### config.mk
export PLATFORM = sky130hd
export DESIGN_NAME = standard_event_status_unit
export DESIGN_NICKNAME = d
export VERILOG_FILES = /design/src/sesu_pkg.sv /design/src/standard_event_status_unit.sv
export SDC_FILE = /design/constraint.sdc
export NUM_CORES = 1
export LEC_CHECK = 0
export BUFFER_PORTS_ARGS = -buffer_cell sky130_fd_sc_hd__buf_2
export CORE_ASPECT_RATIO = 2
export CORE_UTILIZATION = 40
export DETAILED_ROUTE_END_ITERATION = 8
export PLACE_DENSITY = 0.54
export SYNTH_ARGS = -nofsm -noshare
export SYNTH_HDL_FRONTEND = slang
export SYNTH_SLANG_ARGS = --single-unit
export TNS_END_PERCENT = 1
### constraint.sdc
create_clock -name i_core_clk -period 5.25 [get_ports i_core_clk]
set_input_delay 0 -clock i_core_clk [delete_from_list [all_inputs] [get_ports i_core_clk]]
set_output_delay 0 -clock i_core_clk [all_outputs]
set_load 0.005 [all_outputs]
### src/sesu_pkg.sv
package sesu_pkg;
  // Event bit positions, shared by latch and enable mask
  localparam int BIT_PON = 7;
  localparam int BIT_CME = 5;
  localparam int BIT_EXE = 4;
  localparam int BIT_DDE = 3;
  localparam int BIT_QUE = 2;
  localparam int BIT_OPC = 0;
  // Bits 6 and 1 are unused and read zero
  localparam logic [7:0] EVT_USED = 8'hBD;
  localparam logic [7:0] MASK_RST = 8'h00;
  localparam logic [7:0] CHR_ZERO = 8'h30;
  localparam logic [7:0] CHR_ONE = 8'h31;
  localparam int NUM_MAX = 3;
  localparam int IDN_LEN = 21;
  localparam int TRAN_LEN = 9;
  localparam int ACQ_LEN = 7;
  // Name codes of the trigger alias argument
  localparam logic [1:0] NAME_TRAN = 2'h1;
  localparam logic [1:0] NAME_ACQ = 2'h2;

  typedef enum logic [3:0] {
    OP_CLS, OP_ESE_W, OP_ESE_Q, OP_ESR_Q, OP_IDN_Q, OP_OPC, OP_OPC_Q,
    OP_OPT_Q, OP_PSC_W, OP_PSC_Q, OP_SRE_W, OP_SRE_Q, OP_DEF_W, OP_DEF_Q
  } op_t;

  // Decoded command from the parser
  typedef struct packed {
    logic valid;
    op_t op;
    logic [7:0] arg;   // Value, or {name, seq} for alias commands
    logic after_nl;    // Command directly follows a newline terminator
  } cmd_t;

  // One response character
  typedef struct packed {
    logic valid;
    logic last;
    logic [7:0] data;
  } resp_t;

  // Nonvolatile write request
  typedef struct packed {
    logic valid;
    logic psc;
    logic [7:0] event_enable_mask;
    logic [7:0] sre;
  } nv_t;

  // Text that a response streams from
  typedef enum logic [1:0] {TXT_NUM, TXT_IDN, TXT_TRAN, TXT_ACQ} txt_t;
endpackage : sesu_pkg

### src/standard_event_status_unit.sv
`timescale 1ns/1ps
// Function
// - Clear-status zeroes event, operation, questionable latches
// - Clear-status clears status summary, error queue
// - After newline, clear-status also flushes output queue
// - Enabled events OR into event summary bit
// - Shared layout; bits 6 and 1 zero
// - Mask query returns stored mask unchanged
// - Latch read returns value and clears it
// - Identification gives four comma-separated fields
// - Completion bit waits for all pending work
// - Completion command does not stall commands
// - Completion query stalls, then answers 1
// - Output commands overlap; others finish first
// - Option query answers 0 with none fitted
// - Power-on clear flag set zeroes both masks
// - Flag clear keeps masks nonvolatile; writes saved
// - Flag query answers 0 or 1
// - Alias accepts only fixed name per sequence
module standard_event_status_unit #(
  parameter int OPT_CODE = 0
) (
  // Clock and reset
  input wire logic i_core_clk,
  input wire logic i_rst,
  // Command port
  input wire sesu_pkg::cmd_t i_cmd,
  output logic o_cmd_ready,
  // Event sources, one-cycle pulses on bits 5..2
  input wire logic [7:0] i_evt,
  // Overlapped operations or triggered actions still running
  input wire logic i_ops_busy,
  // Stored masks and flag from nonvolatile storage
  input wire logic i_nv_psc,
  input wire logic [7:0] i_nv_ese,
  input wire logic [7:0] i_nv_sre,
  // Response characters into the output queue
  output sesu_pkg::resp_t o_resp,
  // Status outputs
  output logic o_esb,
  output logic [7:0] o_sre,
  output logic o_clr_status,
  output logic o_flush_out,
  output sesu_pkg::nv_t o_nv_wr
);
  import sesu_pkg::*;

  typedef enum {S_POWER, S_IDLE, S_SEND, S_WAIT} state_t;

  // Option code answers as a single digit
  if (OPT_CODE < 0 || OPT_CODE > 9) begin : g_bad_opt
    $error("OPT_CODE must be one digit");
  end

  // Arbitrary identity text, not any real maker or part
  localparam logic [8*(IDN_LEN+1)-1:0] ID_TEXT = "MAKER,PS100A,0,A.01.00";
  localparam logic [8*TRAN_LEN-1:0] TRAN_TEXT = "TRANSIENT";
  localparam logic [8*ACQ_LEN-1:0] ACQ_TEXT = "ACQUIRE";

  // Character i of a fixed text; texts left-aligned so a shift keeps selects in range
  function automatic logic [7:0] text_char(input txt_t sel, input logic [4:0] i);
    logic [8*(IDN_LEN+1)-1:0] t;
    logic [8*(IDN_LEN+1)-1:0] sh;
    int n;
    t = '0;
    sh = '0;
    n = 0;
    case (sel)
      TXT_IDN: begin
        t = ID_TEXT;
        n = IDN_LEN + 1;
      end
      TXT_TRAN: begin
        t = {TRAN_TEXT, {(8*(IDN_LEN+1-TRAN_LEN)){1'b0}}};
        n = TRAN_LEN;
      end
      TXT_ACQ: begin
        t = {ACQ_TEXT, {(8*(IDN_LEN+1-ACQ_LEN)){1'b0}}};
        n = ACQ_LEN;
      end
      default: ;
    endcase
    sh = t << {i, 3'b000};
    text_char = (int'(i) < n) ? sh[8*(IDN_LEN+1)-1 -: 8] : CHR_ZERO;
  endfunction : text_char

  logic [7:0] esr_r, esr_nxt, ese_r, ese_nxt, sre_r, sre_nxt;
  logic psc_r, psc_nxt, opc_pend_r, opc_pend_nxt;
  logic esb_r, esb_nxt, ready_r, ready_nxt;
  logic clr_r, clr_nxt, flush_r, flush_nxt;
  state_t state_r, state_nxt;
  txt_t txt_r, txt_nxt;
  logic [4:0] idx_r, idx_nxt, len_r, len_nxt;
  logic [7:0] num_r [NUM_MAX];
  logic [7:0] num_nxt [NUM_MAX];
  resp_t resp_r, resp_nxt;
  nv_t nv_r, nv_nxt;
  logic take, esr_read;

  // Loads a decimal number as up to three characters
  task automatic load_num(input logic [7:0] v);
    num_nxt[0] = (v >= 8'd100) ? CHR_ZERO + v / 8'd100 :
                 (v >= 8'd10) ? CHR_ZERO + v / 8'd10 : CHR_ZERO + v;
    num_nxt[1] = (v >= 8'd100) ? CHR_ZERO + (v / 8'd10) % 8'd10 : CHR_ZERO + v % 8'd10;
    num_nxt[2] = CHR_ZERO + v % 8'd10;
    len_nxt = (v >= 8'd100) ? 5'd3 : (v >= 8'd10) ? 5'd2 : 5'd1;
    txt_nxt = TXT_NUM;
    state_nxt = S_SEND;
  endtask : load_num

  assign take = i_cmd.valid && ready_r;
  assign esr_read = take && i_cmd.op == OP_ESR_Q;

  // Command handling and response sequencing
  always_comb begin
    state_nxt = state_r;
    txt_nxt = txt_r;
    idx_nxt = idx_r;
    len_nxt = len_r;
    num_nxt = num_r;
    ese_nxt = ese_r;
    sre_nxt = sre_r;
    psc_nxt = psc_r;
    opc_pend_nxt = opc_pend_r;
    clr_nxt = 1'b0;
    flush_nxt = 1'b0;
    resp_nxt = '0;
    nv_nxt = '0;
    nv_nxt.psc = psc_r;
    nv_nxt.event_enable_mask = ese_r;
    nv_nxt.sre = sre_r;
    // Pending completion retires now; a new completion command below still wins
    if (opc_pend_r && !i_ops_busy) begin
      opc_pend_nxt = 1'b0;
    end
    case (state_r)
      // First cycle after reset: restore or zero the masks
      S_POWER: begin
        psc_nxt = i_nv_psc;
        ese_nxt = i_nv_psc ? MASK_RST : (i_nv_ese & EVT_USED);
        sre_nxt = i_nv_psc ? MASK_RST : i_nv_sre;
        state_nxt = S_IDLE;
      end
      S_IDLE: begin
        // Writes, clear-status and completion finish here in one cycle; queries go on to S_SEND or S_WAIT
        if (take) begin
          case (i_cmd.op)
            OP_CLS: begin
              clr_nxt = 1'b1;
              flush_nxt = i_cmd.after_nl;
              opc_pend_nxt = 1'b0;
            end
            OP_ESE_W: begin
              ese_nxt = i_cmd.arg & EVT_USED;
              nv_nxt.valid = !psc_r;
              nv_nxt.event_enable_mask = i_cmd.arg & EVT_USED;
            end
            OP_SRE_W: begin
              sre_nxt = i_cmd.arg;
              nv_nxt.valid = !psc_r;
              nv_nxt.sre = i_cmd.arg;
            end
            OP_PSC_W: begin
              psc_nxt = i_cmd.arg[0];
              nv_nxt.valid = 1'b1;
              nv_nxt.psc = i_cmd.arg[0];
            end
            OP_ESE_Q: load_num(ese_r);
            OP_SRE_Q: load_num(sre_r);
            OP_ESR_Q: load_num(esr_r);
            OP_PSC_Q: load_num({7'd0, psc_r});
            OP_OPT_Q: load_num(8'(OPT_CODE));
            OP_OPC: opc_pend_nxt = 1'b1;
            OP_OPC_Q: state_nxt = S_WAIT;
            OP_IDN_Q: begin
              txt_nxt = TXT_IDN;
              len_nxt = 5'(IDN_LEN + 1);
              state_nxt = S_SEND;
            end
            OP_DEF_W: ; // Names fixed per sequence; other pairings ignored
            OP_DEF_Q: begin
              txt_nxt = i_cmd.arg[0] ? TXT_ACQ : TXT_TRAN;
              len_nxt = i_cmd.arg[0] ? 5'(ACQ_LEN) : 5'(TRAN_LEN);
              state_nxt = S_SEND;
            end
            default: ;
          endcase
          idx_nxt = '0;
        end
      end
      // Completion query holds off all later commands
      S_WAIT: begin
        if (!i_ops_busy) begin
          num_nxt[0] = CHR_ONE;
          len_nxt = 5'd1;
          txt_nxt = TXT_NUM;
          idx_nxt = '0;
          state_nxt = S_SEND;
        end
      end
      S_SEND: begin
        resp_nxt.valid = 1'b1;
        resp_nxt.data = (txt_r == TXT_NUM) ? num_r[idx_r[1:0]] : text_char(txt_r, idx_r);
        resp_nxt.last = (idx_r == len_r - 5'd1);
        idx_nxt = idx_r + 5'd1;
        if (resp_nxt.last) begin
          state_nxt = S_IDLE;
        end
      end
      default: state_nxt = S_IDLE;
    endcase
    ready_nxt = (state_nxt == S_IDLE);
  end

  always_ff @(posedge i_core_clk) begin
    if (i_rst) begin
      state_r <= S_POWER;
      txt_r <= TXT_NUM;
      idx_r <= '0;
      len_r <= '0;
      for (int k = 0; k < NUM_MAX; k++) num_r[k] <= CHR_ZERO;
      ese_r <= MASK_RST;
      sre_r <= MASK_RST;
      psc_r <= 1'b1;
      opc_pend_r <= 1'b0;
      clr_r <= 1'b0;
      flush_r <= 1'b0;
      resp_r <= '0;
      nv_r <= '0;
      ready_r <= 1'b0;
    end else begin
      state_r <= state_nxt;
      txt_r <= txt_nxt;
      idx_r <= idx_nxt;
      len_r <= len_nxt;
      num_r <= num_nxt;
      ese_r <= ese_nxt;
      sre_r <= sre_nxt;
      psc_r <= psc_nxt;
      opc_pend_r <= opc_pend_nxt;
      clr_r <= clr_nxt;
      flush_r <= flush_nxt;
      resp_r <= resp_nxt;
      nv_r <= nv_nxt;
      ready_r <= ready_nxt;
    end
  end

  // Event latch: new events beat a read or clear in the same cycle
  always_comb begin
    esr_nxt = esr_r;
    if (esr_read || (take && i_cmd.op == OP_CLS)) begin
      esr_nxt = '0;
    end
    esr_nxt = esr_nxt | (i_evt & EVT_USED);
    if (state_r == S_POWER) begin
      esr_nxt[BIT_PON] = 1'b1;
    end
    if (opc_pend_r && !i_ops_busy) begin
      esr_nxt[BIT_OPC] = 1'b1;
    end
    esb_nxt = |(esr_nxt & ese_nxt);
  end

  always_ff @(posedge i_core_clk) begin
    if (i_rst) begin
      esr_r <= '0;
      esb_r <= 1'b0;
    end else begin
      esr_r <= esr_nxt;
      esb_r <= esb_nxt;
    end
  end

  assign o_cmd_ready = ready_r;
  assign o_resp = resp_r;
  assign o_esb = esb_r;
  assign o_sre = sre_r;
  assign o_clr_status = clr_r;
  assign o_flush_out = flush_r;
  assign o_nv_wr = nv_r;

  // Summary follows the enabled latch bits
  esb_match_a: assert property (@(posedge i_core_clk) disable iff (i_rst)
    o_esb == |(esr_r & ese_r)) else $error("summary bit mismatch");
  unused_zero_a: assert property (@(posedge i_core_clk) disable iff (i_rst)
    (esr_r[6] == 1'b0) && (esr_r[1] == 1'b0) && (ese_r[6] == 1'b0) && (ese_r[1] == 1'b0))
    else $error("unused bit set");
  esr_clear_a: assert property (@(posedge i_core_clk) disable iff (i_rst)
    esr_read && (i_evt == 8'h00) && !(opc_pend_r && !i_ops_busy) |=> esr_r == 8'h00)
    else $error("latch not cleared on read");
  cls_pulse_a: assert property (@(posedge i_core_clk) disable iff (i_rst)
    take && i_cmd.op == OP_CLS |=> o_clr_status && (o_flush_out == $past(i_cmd.after_nl)))
    else $error("clear-status pulses wrong");
  latch_hold_a: assert property (@(posedge i_core_clk) disable iff (i_rst)
    $past(esr_r[5]) && !$past(esr_read) && !$past(take && i_cmd.op == OP_CLS) |-> esr_r[5])
    else $error("event bit lost");
  opc_wait_a: assert property (@(posedge i_core_clk) disable iff (i_rst)
    state_r == S_WAIT && i_ops_busy |=> !o_resp.valid && !o_cmd_ready)
    else $error("completion query answered early");
  opc_answer_a: assert property (@(posedge i_core_clk) disable iff (i_rst)
    state_r == S_WAIT && !i_ops_busy |=> ##1 o_resp.valid && o_resp.data == 8'h31 && o_resp.last)
    else $error("completion answer wrong");
  opc_nostall_a: assert property (@(posedge i_core_clk) disable iff (i_rst)
    take && i_cmd.op == OP_OPC |=> o_cmd_ready) else $error("completion stalls");
  nv_write_a: assert property (@(posedge i_core_clk) disable iff (i_rst)
    take && (i_cmd.op == OP_PSC_W || (i_cmd.op == OP_ESE_W && !psc_r)) |=> o_nv_wr.valid)
    else $error("missing nonvolatile write");
  psc_zero_a: assert property (@(posedge i_core_clk) disable iff (i_rst)
    state_r == S_POWER && i_nv_psc |=> ese_r == 8'h00 && o_sre == 8'h00)
    else $error("masks kept at power-on");
  // Alias query answers the fixed name of the sequence asked for
  alias_name_a: assert property (@(posedge i_core_clk) disable iff (i_rst)
    take && i_cmd.op == OP_DEF_Q |=> ##1 o_resp.valid && (o_resp.data ==
    ($past(i_cmd.arg[0], 2) ? ACQ_TEXT[8*ACQ_LEN-1 -: 8] : TRAN_TEXT[8*TRAN_LEN-1 -: 8])))
    else $error("alias name wrong");
endmodule : standard_event_status_unit

==> reports/metrics.cfg, run 1 <==
[routing]
wl_per_cell_um=19.6
vias=9428
initialDrtViolationCount=542
ant_nets=0
first_pass_iters=5
wirelength_um=31500
route.detailed.drc=0
routed_via_density=5.86

[yosys]
synth_area_um2=9280
yosys.area.top_type=dfxtp_1
yosys_warnings=0
ys_top_cells_by_area=dfxtp_1 27%, nor2_1 5.5%, a21oi_1 4.9%, nand2_1 4.5%, ha_1 4.3%
netlist_instances=1220
synth_cell_type_count=95
yosysMostFrequentCell=nor2_1
yosysSeqAreaShare=0.272
async_reset_ff_frac=0
synth_top_area_share=0.272
ys_ff_latch=126
synth_area_per_cell_um2=7.61
synth_top_cells_by_count=135 x nor2_1, 126 x dfxtp_1, 112 x nand2_1
synth_ff_type=dfxtp_1
synth_edf_count=0

[power]
peakVddDrop_uv=294
power.total_uw=2450
power.leakage_uw=0.00414
p_per_area_nw_per_um2=228

[floorplan]
fp.dieW_um=110
rows=78
coreArea_um2=22700
dieArea_um2=23900
initial_core_util=0.408
fp.dieH_um=217
io_pins=82

[clocking]
clock_sinks=126
numCtsBuffers=17
cts_tree=done
cts-resized-gates=0
ctsLongestPathBuffers=2
clkTransAtPathRegs_ns=0.06
cts_root_buffer=clkbuf_16
clk_latency_ns=0.43
cts-htree-levels=4

[place]
place_hpwl_um=24300
port_buffers=77
placed_cell_area_um2=9890
dpl.cell_count=1553
gp_congestion=0.925

[timing]
clock_skew_ns=0.00966
fin_crit_ns=4.70
slew_viol_final=0
setup_viol=0
post-route-period-util=0.896
fin_setup_tns_ns=0
rsz0062_at_grt=no
worst_pin_slew_ns=1.09
relSlewSlack=0.270
hold_viol=0
clock.fmax_mhz=213

[worst_setup_path]
cpMaxStageDelayCell=dfxtp_1
path_cells=xor2_1 -> o32ai_1 -> a31oi_1 -> ha_1 -> nand4b_1 -> o21ai_1 -> nand2_1 -> and2_1 -> ha_1 -> nor3_1 -> o21ai_0 -> o31ai_1 -> o21ai_0 -> nor3_1 -> a21oi_1 -> ha_1 -> mux2i_1 -> a21oi_1 -> a31oi_1 -> a211o_1
critPathKind=reg2reg
startpoint_type=register
cpLargestDelayFamily=compound AO/OA/AOI/OAI gates
critPathMaxStageDelay_ns=0.63
worstPathArrival_ns=5.02
crit_top_cell=ha_1
crit_required_ns=5.57
cp.buffers_inverters=0
cp-end-kind=register
crit_fanout=16

[final_layout]
syn2layout_area_growth_pct=15.7
nets=1390
drive_above_1_share=0.142
finalNonFillerCells=1608
fin_util=0.472
n_fill_cell=2379
antenna_cells=0
finalInstanceArea_um2=10700

[job]
cap_violations=0

[global_routing]
first_global_vias=9280
grt_max_degree=87
grt_pass1_wl_um=49900
gr-total-overflow=0
grt_use_total=0.276
grt_antenna_before_repair=0

[status]
status=completed

[hold_path]
hold_path.class=in2reg

[repair_timing]
item                                   in CTS  in global routing
hold buffers                               24                  0
endpoints found under the hold margin      25                  0
buffers inserted                            0                  0
[cell type report]
class | instances | area, um^2 | share of cell area
flip-flops and latches | 126 | 2520 | 0.235
clock buffers | 21 | 470 | 0.0438
repair buffers | 128 | 828 | 0.0771
well taps | 280 | 350 | 0.0326
multi-input cells | 1004 | 6280 | 0.585
inverters | 39 | 146 | 0.0136
clock inverters | 10 | 136 | 0.0127
[final timing paths]
path	slack (ns)	cells past startpoint	end	start
max	0.55	20	num_r[13]	o_sre[5]
min	0.02	4	o_sre[1]	i_nv_sre[1]
max reg2reg	0.55	20	num_r[13]	o_sre[5]
min reg2reg	0.45	2	num_r[17]	num_r[17]
[layout by cell type, fill, tap and decap left out, drive strengths merged, types with 14 or more instances in the layout]
cell         count
ha              32
o211ai          15
o21ai           62
a211oi          27
nor2b           20
a221oi          16
mux2i           31
clkbuf          21
conb            37
nor3b           18
a21oi           92
dfxtp          126
dlygate4sd3     24
buf            104
a31oi           17
nand3           27
inv             39
nor3            42
xnor2           23
nor4            18
nand2          113
nand2b          14
nor2           135
o22ai           16
[layer usage]
metal | vias to the layer above | part of all wire | global-route usage
met1 | 4450 | 0.37 | 0.278
met3 | 85 | 0.030 | 0.0409
met5 | - | 0 | 0
met2 | 232 | 0.55 | 0.523
li1 | 4661 | - | -
met4 | 0 | 0.054 | 0.154
[stage by stage]
stage	hold slack [ns]	worst slack (ns)
global route	0.0164	0.0798
floorplan	0.106	1.20
global placement	0.203	0.718
CTS	0.000351	0.601
detailed placement	0.208	0.632
finish	0.0172	0.547
[state kept, by name, summed over array words and instances (netlist names), 2 cells and up]
register  cells
state_r      32
num_r        24
o_nv_wr      18
o_resp       10
ese_r         8
esr_r         8
o_sre         8
idx_r         5
len_r         5
txt_r         2
[cells by family after synthesis]
group	Yosys count	synth area share
AOI/OAI and AO/OA	374	0.274
xor gates and xnor gates	32	0.0302
adders and majority gates	35	0.0464
buffers and inverters	125	0.0660
DFF	126	0.272
muxes	43	0.0480
other	2	0.000809
and+or+nand+nor	483	0.263
[where the power goes]
group / internal, uW / leakage [uW] / switching, uW
clock network: 779 / 0.000291 / 437
registers: 974 / 0.00103 / 21.5
logic: 92.4 / 0.00282 / 142
total: 1850 / 0.00414 / 600
[tightest hold or removal path, cell delays in order]
cell and delay (ns):
buf_2 0.09, nor3b_1 0.12, a21oi_1 0.11, a211oi_1 0.08
(Power assumes the default switching activity.)
==> run 2: changes to the inputs <==
--- a/config.mk
+++ b/config.mk
@@ -7,9 +7,9 @@
 export LEC_CHECK = 0
 export BUFFER_PORTS_ARGS = -buffer_cell sky130_fd_sc_hd__buf_2
 export CORE_ASPECT_RATIO = 2
-export CORE_UTILIZATION = 40
+export CORE_UTILIZATION = 30
 export DETAILED_ROUTE_END_ITERATION = 8
-export PLACE_DENSITY = 0.54
+export PLACE_DENSITY = 0.43
 export SYNTH_ARGS = -nofsm -noshare
 export SYNTH_HDL_FRONTEND = slang
 export SYNTH_SLANG_ARGS = --single-unit
==> reports/metrics.cfg, run 2 (synthesis results as in run 1) <==
[final_layout]
n_fill_cell=3240
fin_util=0.362
drive_above_1_share=0.145
largest_register_ffs=32
top_register=state_r
syn2layout_area_growth_pct=18.0
nets=1402
final_common_cell=nor2_1
antenna_cells=0
final_cell_mix=135 x nor2_1, 126 x dfxtp_1, 112 x nand2_1
finalInstanceArea_um2=11000
finalNonFillerCells=1709

[worst_setup_path]
crit_top_cell=o21ai_0
cpMaxStageDelayCell=dfxtp_1
cp-end-kind=register
rr_worst_depth=19
startpoint_type=register
path_cells=nor2b_1 -> o21ai_0 -> a221o_1 -> nor4_1 -> a211oi_1 -> or3_1 -> and2_1 -> ha_1 -> nor3_1 -> o21ai_0 -> o31ai_1 -> o21ai_0 -> nor3_1 -> a21oi_1 -> ha_1 -> mux2i_1 -> a21oi_1 -> a31oi_1 -> a211o_1
critPathKind=reg2reg
crit_required_ns=5.58
critPathMaxStageDelay_ns=0.66
cp.buffers_inverters=0
worstPathArrival_ns=5.04
cpLargestDelayFamily=simple AND/OR/NAND/NOR gates
crit_cells=19
crit_fanout=16

[place]
dpl.cell_count=1646
placed_cell_area_um2=10000
gp_congestion=0.914
place_hpwl_um=26800
port_buffers=77

[timing]
worst_pin_slew_ns=1.20
setup_viol=0
fin_setup_tns_ns=0
post-route-period-util=0.897
clock.fmax_mhz=212
hold_viol=0
rsz0062_at_grt=no
clock_skew_ns=0.0123
relSlewSlack=0.194
hold_slack_ns=0.0340
slew_viol_final=0
fin_crit_ns=4.71

[global_routing]
gr-total-overflow=0
grt_use_total=0.223
grt_pass1_wl_um=53700
grt_antenna_before_repair=0
first_global_vias=9363
grt_max_degree=53

[clocking]
numCtsBuffers=17
cts-htree-levels=4
cts_tree=done
cts_root_buffer=clkbuf_16
cts-resized-gates=0
postCtsHoldBufs=31
ctsLongestPathBuffers=2
clock_sinks=126
clkTransAtPathRegs_ns=0.07
post_cts_buffers=0
clk_latency_ns=0.45

[routing]
ant_nets=0
wirelength_um=34600
route.detailed.drc=0
wl_per_cell_um=20.2
first_pass_iters=5
vias=9446
routed_via_density=5.53
initialDrtViolationCount=462

[floorplan]
dieArea_um2=31700
rows=90
initial_core_util=0.306
io_pins=82
coreArea_um2=30300
fp.dieW_um=126
fp.dieH_um=251

[job]
cap_violations=0

[status]
status=completed

[power]
p_per_area_nw_per_um2=224
peakVddDrop_uv=293
power.leakage_uw=0.00420

[hold_path]
hold_path.class=in2reg
hold_depth=3

[run 2: final timing paths]
| path | startpoint | endpoint | slack (ns) |
|---|---|---|---|
| worst max-delay path | o_sre[5] | num_r[13] | 0.54 |
| worst min-delay path | i_nv_ese[3] | ese_r[3] | 0.03 |
| worst max register to register | o_sre[5] | num_r[13] | 0.54 |
| worst min register to register | num_r[4] | num_r[4] | 0.45 |
[run 2: layer usage]
layer  track usage  vias up  wire, um
li1              -     4686         -
met3        0.0364       76      1050
met2         0.430      209     18900
met4         0.129        0      1850
met5             0        -         0
met1         0.220     4475     12800
[run 2: through the flow]
step / power [uW] / worst slack, ns
after floorplan: 1170 / 1.20
after global placement: 1240 / 0.692
after detailed placement: 1240 / 0.612
after CTS: 2480 / 0.569
after global routing: 2550 / 0.112
final: 2450 / 0.542
[run 2: final cells by class]
| type | count | area (um^2) | area share |
|---|---|---|---|
| clock inverters | 15 | 176 | 0.0161 |
| clock buffers | 17 | 425 | 0.0388 |
| multi-input cells | 1004 | 6280 | 0.574 |
| flip-flops and latches | 126 | 2520 | 0.230 |
| inverters | 39 | 146 | 0.0134 |
| repair buffers | 140 | 936 | 0.0855 |
| well taps | 368 | 460 | 0.0420 |
[run 2: where the power goes]
| group | internal, uW | leakage (uW) | switching (uW) |
|---|---|---|---|
| logic | 97.6 | 0.00287 | 153 |
| registers | 972 | 0.00103 | 16.7 |
| clock network | 645 | 0.000296 | 565 |
[run 2: worst min-delay path: cells and delay by family]
kind                   cells  cell delay [ns]
AO/OA/AOI/OAI              1             0.22
AND/OR/NAND/NOR            1             0.14
buffers and inverters      1             0.08
==> run 3: changes to the inputs <==
==> constraint.sdc (replaced) <==
create_clock -name i_core_clk -period 4.8 [get_ports i_core_clk]
set_input_delay 0 -clock i_core_clk [delete_from_list [all_inputs] [get_ports i_core_clk]]
set_output_delay 0 -clock i_core_clk [all_outputs]
set_load 0.005 [all_outputs]
==> reports/metrics.cfg, run 3 (synthesis results as in run 1) <==
[status]
status=completed

[final_layout]
largest_register_ffs=32
nets=1412
drive_above_1_share=0.154
final_common_cell=nor2_1
syn2layout_area_growth_pct=18.7
antenna_cells=0
top_register=state_r
final_cell_mix=135 x nor2_1, 125 x dfxtp_1, 112 x nand2_1

[global_routing]
grt_antenna_before_repair=0
grt_max_degree=53
grt_pass1_wl_um=54100
gr-total-overflow=0
grt_use_total=0.224
first_global_vias=9514

[clocking]
cts-htree-levels=4
cts_tree=done
cts_root_buffer=clkbuf_16
numCtsBuffers=17
clk_latency_ns=0.44
ctsLongestPathBuffers=2
clock_sinks=126
clkTransAtPathRegs_ns=0.07

[power]
peakVddDrop_uv=255
p_per_area_nw_per_um2=242
power.leakage_uw=0.00424

[floorplan]
initial_core_util=0.306
dieArea_um2=31700
io_pins=82
fp.dieW_um=126
coreArea_um2=30300
rows=90
fp.dieH_um=251

[job]
cap_violations=0

[timing]
post-route-period-util=0.930
hold_slack_ns=0.0576
slew_viol_final=0
clock.fmax_mhz=224
hold_viol=0
setup_viol=0
fin_crit_ns=4.46
fin_setup_tns_ns=0
rsz0062_at_grt=yes
relSlewSlack=0.319
clock_skew_ns=0.00743
worst_pin_slew_ns=1.02

[routing]
initialDrtViolationCount=465
wirelength_um=34600
vias=9509
first_pass_iters=5
ant_nets=0
wl_per_cell_um=20.1
route.detailed.drc=0
routed_via_density=5.53

[place]
gp_congestion=0.937
place_hpwl_um=27000
port_buffers=77

[worst_setup_path]
crit_required_ns=5.13
startpoint_type=register
cp-end-kind=register
crit_fanout=15
critPathKind=reg2reg
worstPathArrival_ns=4.79

[hold_path]
hold_path.class=in2reg

[run 3: cell count changes in the layout (fill, tap and decap cells not counted)]
| cell | previous run | this run |
|---|---|---|
| nor2b_2 | 0 | 2 |
| clkinv_8 | 4 | 3 |
| clkinvlp_4 | 0 | 2 |
| dfxtp_2 | 0 | 1 |
| inv_6 | 5 | 3 |
| clkinv_4 | 0 | 1 |
| buf_4 | 32 | 42 |
| nor2b_1 | 19 | 17 |
| dfxtp_1 | 126 | 125 |
[run 3: layout make-up]
| type | instances | area (um^2) |
|---|---|---|
| Fill cell | 3205 | 19300 |
| Multi-Input combinational cell | 1004 | 6290 |
| Sequential cell | 126 | 2520 |
| Timing Repair Buffer | 150 | 1010 |
| Tap cell | 368 | 460 |
| Clock buffer | 17 | 425 |
| Clock inverter | 15 | 166 |
| Inverter | 39 | 146 |
[run 3: what timing repair did]
action / CTS / global route
hold buffers: 31 / 0
setup endpoints to repair: 0 / 2
gates resized for setup: 0 / 3
hold endpoints to repair: 32 / 0
setup buffers: 0 / 0
[run 3: per-layer routing]
metal	GRT usage	vias up	wire, um	part of all wire
met5	0	-	0	0
met4	0.135	0	1980	0.057
met3	0.0298	79	899	0.026
met2	0.438	220	19100	0.55
met1	0.218	4504	12700	0.37
li1	-	4706	-	-
[run 3: worst paths after layout]
check             slack (ns)         to        start  cells past startpoint
setup / recovery        0.34  num_r[13]     o_sre[4]                     19
hold / removal          0.06   ese_r[3]  i_nv_ese[3]                      3
setup reg to reg        0.34  num_r[13]     o_sre[4]                     19
hold reg to reg         0.45  num_r[20]    num_r[20]                      1
[run 3: where the power goes]
part           internal, uW  switching [uW]
Sequential             1060            19.7
Clock                   698             614
Combinational           107             164
[run 3: critical path, cell delays in order (launching register included)]
cell and delay, ns:
dfxtp_1 0.62, or4b_2 0.62, a21oi_1 0.19, a221oi_2 0.09, nand4b_1 0.26, a211oi_1 0.10
or3_1 0.36, and2_1 0.19, ha_1 0.20, nor3_1 0.17, o21ai_0 0.11, o31ai_1 0.10
o21ai_0 0.15, nor3_1 0.22, a21oi_1 0.06, ha_1 0.29, mux2i_1 0.06, a21oi_1 0.18
a31oi_1 0.10, a211o_1 0.27
[run 3: per-stage QoR]
stage | instance area, um^2 | power, uW | std cells | setup slack [ns] | util
after floorplan | 9420 | 1280 | 1255 | 0.748 | -
after global placement | 10100 | 1360 | 1656 | 0.388 | 0.334
after detailed placement | 10100 | 1360 | 1656 | 0.407 | 0.334
after CTS | 11000 | 2700 | 1719 | 0.378 | 0.364
after global routing | 11000 | 2770 | 1719 | -0.00375 | 0.364
final | 11000 | 2670 | 1719 | 0.338 | 0.364
